[config.mk]
export PLATFORM = sky130hd
export DESIGN_NAME = acp_top
export DESIGN_NICKNAME = d
export VERILOG_FILES = /design/src/shared/acp_pkg.sv /design/src/hdl/acp_sync.sv /design/src/hdl/acp_edge.sv /design/src/hdl/acp_top.sv
export SDC_FILE = /design/constraint.sdc
export NUM_CORES = 1
export LEC_CHECK = 0
export BUFFER_PORTS_ARGS = -buffer_cell sky130_fd_sc_hd__clkbuf_2
export CORE_MARGIN = 2
export CORE_UTILIZATION = 49
export CTS_BUF_LIST = sky130_fd_sc_hd__clkbuf_8
export CTS_CLUSTER_DIAMETER = 200
export DETAILED_ROUTE_END_ITERATION = 8
export GPL_TIMING_DRIVEN = 0
export PLACE_DENSITY = 0.85
export SYNTH_ARGS = -nofsm -noshare
export SYNTH_HDL_FRONTEND = slang
export SYNTH_HIERARCHICAL = 1
export SYNTH_SLANG_ARGS = --single-unit
[constraint.sdc]
create_clock -name mclk_in -period 1.3 [get_ports mclk_in]
set_clock_uncertainty 0.05 [all_clocks]
set_input_delay 0.065 -clock mclk_in [delete_from_list [all_inputs] [get_ports mclk_in]]
set_output_delay 0.065 -clock mclk_in [all_outputs]
set_load 0.01 [all_outputs]
[src/shared/acp_pkg.sv]
package acp_pkg;

  // ****************************************************************
  // Port geometry and comparator bit positions.
  // ****************************************************************
  localparam int unsigned PORT_WIDTH  = 5;
  localparam int unsigned ADDR_WIDTH  = 8;
  localparam int unsigned DATA_WIDTH  = 8;
  localparam int unsigned REF_BIT     = 3;
  localparam int unsigned SIG_BIT     = 4;
  localparam int unsigned SYNC_STAGES = 2;

  // ****************************************************************
  // Register addresses on the register port.
  // ****************************************************************
  localparam logic [7:0] SFR_ADDR    = 8'hd7;
  localparam logic [7:0] DIR_ADDR    = 8'hd6;
  localparam logic [7:0] OUT_ADDR    = 8'hd5;
  localparam logic [7:0] IN_ADDR     = 8'hd4;
  localparam logic [7:0] STATUS_ADDR = 8'he0;
  localparam logic [7:0] MASK_ADDR   = 8'he1;

  // ****************************************************************
  // Interrupt status and mask field positions.
  // ****************************************************************
  localparam int unsigned IRQ_RISE_BIT = 0;
  localparam int unsigned IRQ_FALL_BIT = 1;
  localparam int unsigned IRQ_WIDTH    = 2;

  // ****************************************************************
  // Reset values.
  // ****************************************************************
  localparam logic [4:0] SFR_RST    = 5'h00;
  localparam logic [4:0] DIR_RST    = 5'h00;
  localparam logic [4:0] OUT_RST    = 5'h00;
  localparam logic [1:0] STATUS_RST = 2'h0;
  localparam logic [1:0] MASK_RST   = 2'h0;
  localparam logic [7:0] RDATA_RST  = 8'h00;

endpackage

[src/hdl/acp_sync.sv]
`timescale 1ns/1ps
`default_nettype none

// ****************************************************************
// Two-stage synchroniser, one lane per bit.
// ****************************************************************
module acp_sync #(
  parameter int unsigned WIDTH = 1
) (
  input  wire logic             mclk_in,
  input  wire logic             srst_in,
  input  wire logic [WIDTH-1:0] async_in,
  output logic      [WIDTH-1:0] sync_out
);

  logic [WIDTH-1:0] meta_q;
  logic [WIDTH-1:0] stable_q;

  if (WIDTH < 1) begin : g_chk
    $error("acp_sync needs at least one lane.");
  end

  // The first stage feeds only the second stage.
  always_ff @(posedge mclk_in) begin
    if (srst_in) begin
      meta_q   <= '0;
      stable_q <= '0;
    end else begin
      meta_q   <= async_in;
      stable_q <= meta_q;
    end
  end

  assign sync_out = stable_q;

endmodule

`default_nettype wire

[src/hdl/acp_edge.sv]
`timescale 1ns/1ps
`default_nettype none

// ****************************************************************
// Edge detector on an already synchronised level.
// ****************************************************************
module acp_edge (
  input  wire logic mclk_in,
  input  wire logic srst_in,
  input  wire logic enable_in,
  input  wire logic level_in,
  output logic      rise_out,
  output logic      fall_out
);

  logic last_q;

  // Tracks the level so that a change shows as a one-cycle pulse.
  always_ff @(posedge mclk_in) begin
    if (srst_in) begin
      last_q <= 1'b0;
    end else begin
      last_q <= level_in;
    end
  end

  // Edges are suppressed while the source is not enabled.
  assign rise_out = enable_in & level_in & ~last_q;
  assign fall_out = enable_in & ~level_in & last_q;

endmodule

`default_nettype wire

[src/hdl/acp_top.sv]
`timescale 1ns/1ps
`default_nettype none

// How it works
// - The comparator runs only while special-function bits 3 and 4 are both set.
// - With the comparator on, input-value bit 4 shows the synchronised comparator result.
// - With the comparator on, input-value bit 3 keeps a synchronised reference pin sample.
// - With the comparator on, signal pin interrupts come from the comparator result.
// - The result reads one when the signal is above the reference and zero below it.
// - Comparator and synchroniser keep working during clock-idle mode.
// - An enabled comparator interrupt during clock-idle mode wakes the core.
// - In full shutdown the comparator is powered down and yields no result or interrupt.
// - Every input sample passes two flip-flops before the input-value register.
// - Full reset clears every special-function bit, switching the comparator off.
module acp_top #(
  parameter int unsigned PORT_W = acp_pkg::PORT_WIDTH
) (
  input  wire logic                               mclk_in,
  input  wire logic                               srst_in,
  input  wire logic [acp_pkg::ADDR_WIDTH-1:0]     reg_addr_in,
  input  wire logic [acp_pkg::DATA_WIDTH-1:0]     reg_wdata_in,
  input  wire logic                               reg_wr_in,
  input  wire logic                               reg_rd_in,
  output logic      [acp_pkg::DATA_WIDTH-1:0]     reg_rdata_out,
  input  wire logic [PORT_W-1:0]                  port_pin_in,
  output logic      [PORT_W-1:0]                  port_pin_out,
  output logic      [PORT_W-1:0]                  port_pin_oe_out,
  input  wire logic                               cmp_raw_in,
  output logic                                    cmp_power_en_out,
  input  wire logic                               halt_mode_in,
  input  wire logic                               stop_mode_in,
  output logic                                    irq_out,
  output logic                                    wake_out
);
  import acp_pkg::*;

  // ****************************************************************
  // Elaboration check.
  // ****************************************************************
  if (PORT_W != PORT_WIDTH) begin : g_chk
    $error("acp_top serves a five-bit port only.");
  end

  // ****************************************************************
  // Registers and named wires.
  // ****************************************************************
  logic [PORT_W-1:0]     sfr_q;
  logic [PORT_W-1:0]     dir_q;
  logic [PORT_W-1:0]     out_q;
  logic [PORT_W-1:0]     in_q;
  logic [PORT_W-1:0]     in_d;
  logic [IRQ_WIDTH-1:0]  status_q;
  logic [IRQ_WIDTH-1:0]  status_d;
  logic [IRQ_WIDTH-1:0]  mask_q;
  logic [DATA_WIDTH-1:0] rdata_q;
  logic [DATA_WIDTH-1:0] rdata_d;
  logic [PORT_W-1:0]     pin_sync;
  logic                  cmp_sync;
  logic                  cmp_sel;
  logic                  cmp_act;
  logic                  irq_src;
  logic                  src_rise;
  logic                  src_fall;
  logic [IRQ_WIDTH-1:0]  events;
  logic                  sfr_wr;
  logic                  dir_wr;
  logic                  out_wr;
  logic                  in_wr;
  logic                  status_wr;
  logic                  mask_wr;
  logic [PORT_W-1:0]     sample;

  // ****************************************************************
  // Address decode.
  // ****************************************************************
  assign sfr_wr    = reg_wr_in && (reg_addr_in == SFR_ADDR);
  assign dir_wr    = reg_wr_in && (reg_addr_in == DIR_ADDR);
  assign out_wr    = reg_wr_in && (reg_addr_in == OUT_ADDR);
  assign in_wr     = reg_wr_in && (reg_addr_in == IN_ADDR);
  assign status_wr = reg_wr_in && (reg_addr_in == STATUS_ADDR);
  assign mask_wr   = reg_wr_in && (reg_addr_in == MASK_ADDR);

  // ****************************************************************
  // Comparator enable and power.
  // ****************************************************************
  // Both special-function bits select the comparator; shutdown overrides it.
  assign cmp_sel          = sfr_q[REF_BIT] & sfr_q[SIG_BIT];
  assign cmp_act          = cmp_sel & ~stop_mode_in;
  assign cmp_power_en_out = cmp_act;

  // ****************************************************************
  // Synchronisers for the pins and the comparator result.
  // ****************************************************************
  // Pin samples pass two flip-flops before they reach the input register.
  acp_sync #(
    .WIDTH    (PORT_W)
  ) u_pin_sync (
    .mclk_in  (mclk_in),
    .srst_in  (srst_in),
    .async_in (port_pin_in),
    .sync_out (pin_sync)
  );

  // The comparator result high means signal above reference.
  acp_sync #(
    .WIDTH    (1)
  ) u_cmp_sync (
    .mclk_in  (mclk_in),
    .srst_in  (srst_in),
    .async_in (cmp_raw_in & cmp_act),
    .sync_out (cmp_sync)
  );

  // ****************************************************************
  // Input value register.
  // ****************************************************************
  // Bit 4 takes the comparator result while the comparator is selected.
  assign sample = cmp_sel ? {cmp_sync, pin_sync[REF_BIT:0]} : pin_sync;

  // Input bits refresh every cycle; output bits keep what software wrote.
  // In shutdown the comparator bit holds, as no result is produced.
  for (genvar i = 0; i < PORT_W; i++) begin : g_in
    logic hold;
    assign hold = dir_q[i] || (i == SIG_BIT && cmp_sel && stop_mode_in);
    assign in_d[i] = hold ? (in_wr ? reg_wdata_in[i] : in_q[i]) : sample[i];
  end

  // ****************************************************************
  // Interrupt source and edge detection.
  // ****************************************************************
  // The signal pin interrupt follows the comparator while it is selected.
  assign irq_src = cmp_sel ? cmp_sync : pin_sync[SIG_BIT];

  acp_edge u_edge (
    .mclk_in   (mclk_in),
    .srst_in   (srst_in),
    .enable_in (~(cmp_sel & stop_mode_in)),
    .level_in  (irq_src),
    .rise_out  (src_rise),
    .fall_out  (src_fall)
  );

  assign events = {src_fall, src_rise};

  // Sticky status: a new event wins over a write-one clear.
  assign status_d = (status_q & ~(status_wr ? reg_wdata_in[IRQ_WIDTH-1:0] : '0)) | events;

  // ****************************************************************
  // Interrupt and wake outputs.
  // ****************************************************************
  assign irq_out  = |(status_q & mask_q);
  assign wake_out = halt_mode_in & irq_out;

  // ****************************************************************
  // Read data selection.
  // ****************************************************************
  always_comb begin
    rdata_d = RDATA_RST;
    if (reg_rd_in) begin
      unique case (reg_addr_in)
        SFR_ADDR:    rdata_d = {3'h0, sfr_q};
        DIR_ADDR:    rdata_d = {3'h0, dir_q};
        OUT_ADDR:    rdata_d = {3'h0, out_q};
        IN_ADDR:     rdata_d = {3'h0, in_q};
        STATUS_ADDR: rdata_d = {6'h00, status_q};
        MASK_ADDR:   rdata_d = {6'h00, mask_q};
        default:     rdata_d = RDATA_RST;
      endcase
    end
  end

  // ****************************************************************
  // Control registers.
  // ****************************************************************
  // Full reset clears the special-function and direction bits.
  always_ff @(posedge mclk_in) begin
    if (srst_in) begin
      sfr_q <= SFR_RST;
      dir_q <= DIR_RST;
      out_q <= OUT_RST;
    end else begin
      if (sfr_wr) sfr_q <= reg_wdata_in[PORT_W-1:0];
      if (dir_wr) dir_q <= reg_wdata_in[PORT_W-1:0];
      if (out_wr) out_q <= reg_wdata_in[PORT_W-1:0];
    end
  end

  // Input register: reset clears every bit to zero.
  always_ff @(posedge mclk_in) begin
    if (srst_in) begin
      in_q <= '0;
    end else begin
      in_q <= in_d;
    end
  end

  // Interrupt status, mask and read data.
  always_ff @(posedge mclk_in) begin
    if (srst_in) begin
      status_q <= STATUS_RST;
      mask_q   <= MASK_RST;
      rdata_q  <= RDATA_RST;
    end else begin
      status_q <= status_d;
      if (mask_wr) mask_q <= reg_wdata_in[IRQ_WIDTH-1:0];
      rdata_q  <= rdata_d;
    end
  end

  // ****************************************************************
  // Pin drivers.
  // ****************************************************************
  assign port_pin_out    = out_q;
  assign port_pin_oe_out = dir_q;
  assign reg_rdata_out   = rdata_q;

  logic past_valid_q;

  // Marks the first cycle after reset so that past values are trusted.
  always_ff @(posedge mclk_in) begin
    if (srst_in) begin
      past_valid_q <= 1'b0;
    end else begin
      past_valid_q <= 1'b1;
    end
  end
endmodule

`default_nettype wire

==> qor.yml <==
status: "completed"
slew_headroom: 0.518
fin_crit_sh: 0.974
syn2layout_area_growth_pct: 25.7
r2r.worst_path.cells: 3
synth-seq-cells: 42
dr_total_vias: 1683
drive_gt1_frac: 0.333
clk_latency_ns: 0.29
met2_usage: 0.356
critPathKind: "register to primary output"
fp.dieW_um: 67.3
max_freq_ghz: 0.790
synth.area.top_cells: "dfxtp_1, mux4_2, mux2i_1"
finalSetupViolCount: 0
finalHoldViolations: 0
cts_tree: "built"
syn_inst: 189
max_cap_violations: 0
hp-class: "input port to register"
dpl_worst_slack_ns: -0.177
tightest_slew_ns: 0.722
clk_path_buf_depth: 2
clk_pin_slew_ns: 0.08
hpwl_um: 3220
avgSynthCellArea_um2: 10.4
path_max_fanout: 3
grt_use_total: 0.215
startpoint: "status_q[0]"
finalPower_mw: 2.60
ant_nets: 0
grtUsageMet1: 0.274
r2r_end: "reg_rdata_out[3]"
grt_pass1_wl_um: 7260
grt_busiest_layer: "met2"
placementRows: 22
layout_commonest_cell: "clkbuf_2"
grt_antenna_before_repair: 0
wl_per_cell_um: 15.6
finalCoreUtilization: 0.658
fin_area_um2: 2460
rsz0062_at_grt: "no"
setup_ws_ns: 0.0336
final_cell_mix: "clkbuf_2, dfxtp_1, nand2b_1, nor2b_1, o31ai_1"
drc: 0
port_buffers: 42
insertedDiodeCount: 0
drt-vias-per-instance: 5.67
yosysTopAreaCellShare: 0.429
start_util: 0.524
critPathArrivalTime_ns: 1.15
power.leakage_nw: 1.02
routed_wl_um: 4630
die_y_um: 67.3
io_pins: 49
yosys.area.top_type: "dfxtp_1"
r2r_start: "sfr_q[3]"
powerDensity_nw_per_um2: 1060
clkSinkCount: 42
crit_required_ns: 1.19
overflow: 0
met3_usage: 0.0483
rrSetupSlack_ns: 0.03
cts_root_buffer: "clkbuf_8"
grt_pass1_vias: 1519
coreArea_um2: 3740
final_nets: 277
placed_area_um2: 2240
ys_warn_count: 6
vdd_drop_max_mv: 0.891
fin_crit_ns: 1.27
ys_seq_area_frac: 0.429
cts_buffers: 5
slew_violations: 0
synth.distinct_cells: 34
start_kind: "register"
h-tree-depth: 2
grt_max_degree: 18
drt-initial-drc-count: 114
crit_end: "wake_out"
gp_congestion: 0.874
synth_area_um2: 1960
dr.pass1.iters: 4
n_fill_cell: 319
end_kind: "primary output"
dieArea_um2: 4520
area by class of cell:
cell class,instances,area (um^2),share of cell area
clock buffers,6,82.6,0.0335
inverters,3,11.3,0.00457
well taps,48,60.1,0.0244
repair buffers,51,293,0.119
multi-input cells,130,1020,0.415
clock inverters,1,30.0,0.0122
flip-flops and latches,42,846,0.343
plain buffers,16,119,0.0482
critical path: stages, from the launching register on:
cell	delay, ns
dfxtp_1	0.34
a22o_1	0.25
and2_1	0.15
clkbuf_2	0.12
logic make-up (layout without fill, tap and decap cells):
family	count (synthesis)	in the layout	share of synthesized area
AND/OR/NAND/NOR	76	76	0.258
multiplexers	18	18	0.125
other	1	3	0.00191
buffers and inverters	19	77	0.0664
AO/OA/AOI/OAI	33	33	0.120
flip-flops	42	42	0.429
cell usage after synthesis:
cell,count
a311oi_1,4
nand3_1,7
o31ai_1,12
a31oi_1,3
and3b_2,1
nand2_1,2
a21oi_1,9
mux4_2,5
a41oi_1,1
nor2b_1,17
nand4bb_4,1
clkbuf_1,3
a221oi_1,1
buf_6,4
and4_1,2
conb_1,1
mux2i_1,11
buf_4,7
a22o_1,1
o21ba_2,2
inv_1,3
nand3b_1,1
mux2_2,2
buf_2,2
dfxtp_1,42
and4bb_2,1
nor3b_1,1
nand4_1,11
and3b_1,5
nor2_1,5
nand2b_1,17
and2_1,3
or3b_2,1
nand4b_1,1
registers in the layout, indices dropped and copies added, names as in the netlist, 2 cells and up:
name,flops
in_q,5
mask_q,2
port_pin_oe_out,5
port_pin_out,5
reg_rdata_out,5
sfr_q,5
status_q,2
u_pin_sync/meta_q,5
u_pin_sync/sync_out,5
what timing repair did:
action                     in CTS  in global routing
hold endpoints to repair        6                  0
setup endpoints to repair       2                  1
hold buffers                    6                  0
pin swaps                       3                  0
gates resized for setup         7                  2
buffers inserted                3                  0
stage by stage:
| stage | cells | hold WS [ns] | setup TNS (ns) |
|---|---|---|---|
| floorplan | 191 | 0.0866 | 0 |
| global placement | 281 | 0.222 | -1.65 |
| detailed placement | 281 | 0.232 | -1.76 |
| CTS | 297 | 0.00221 | 0 |
| global route | 297 | 0.00857 | 0 |
| finish | 297 | 0.000628 | 0 |
layer usage:
metal  part of all wire  vias up
met4              0.012        0
met3              0.087        7
met1               0.43      782
met2               0.47       87
li1                   -      807
met5                  0        -
worst min path at each step:
stage | from | to | slack (ns) | cells past startpoint
6_report | reg_wdata_in[1] | port_pin_out[1] | 0.0006 | 3
5_1_grt | reg_wdata_in[2] | port_pin_out[2] | 0.009 | 3
4_1_cts | reg_wdata_in[1] | port_pin_out[1] | 0.002 | 3
3_5_place_dp | port_pin_in[2] | u_pin_sync/meta_q[2] | 0.23 | 2
3_3_place_gp | port_pin_in[4] | u_pin_sync/meta_q[4] | 0.22 | 2
2_1_floorplan | srst_in | u_cmp_sync/meta_q | 0.09 | 1
where the power goes:
group	switching (mW)	internal (mW)
Sequential	0.00889	1.31
Combinational	0.128	0.118
Clock	0.427	0.614
(Power assumes the default switching activity.)
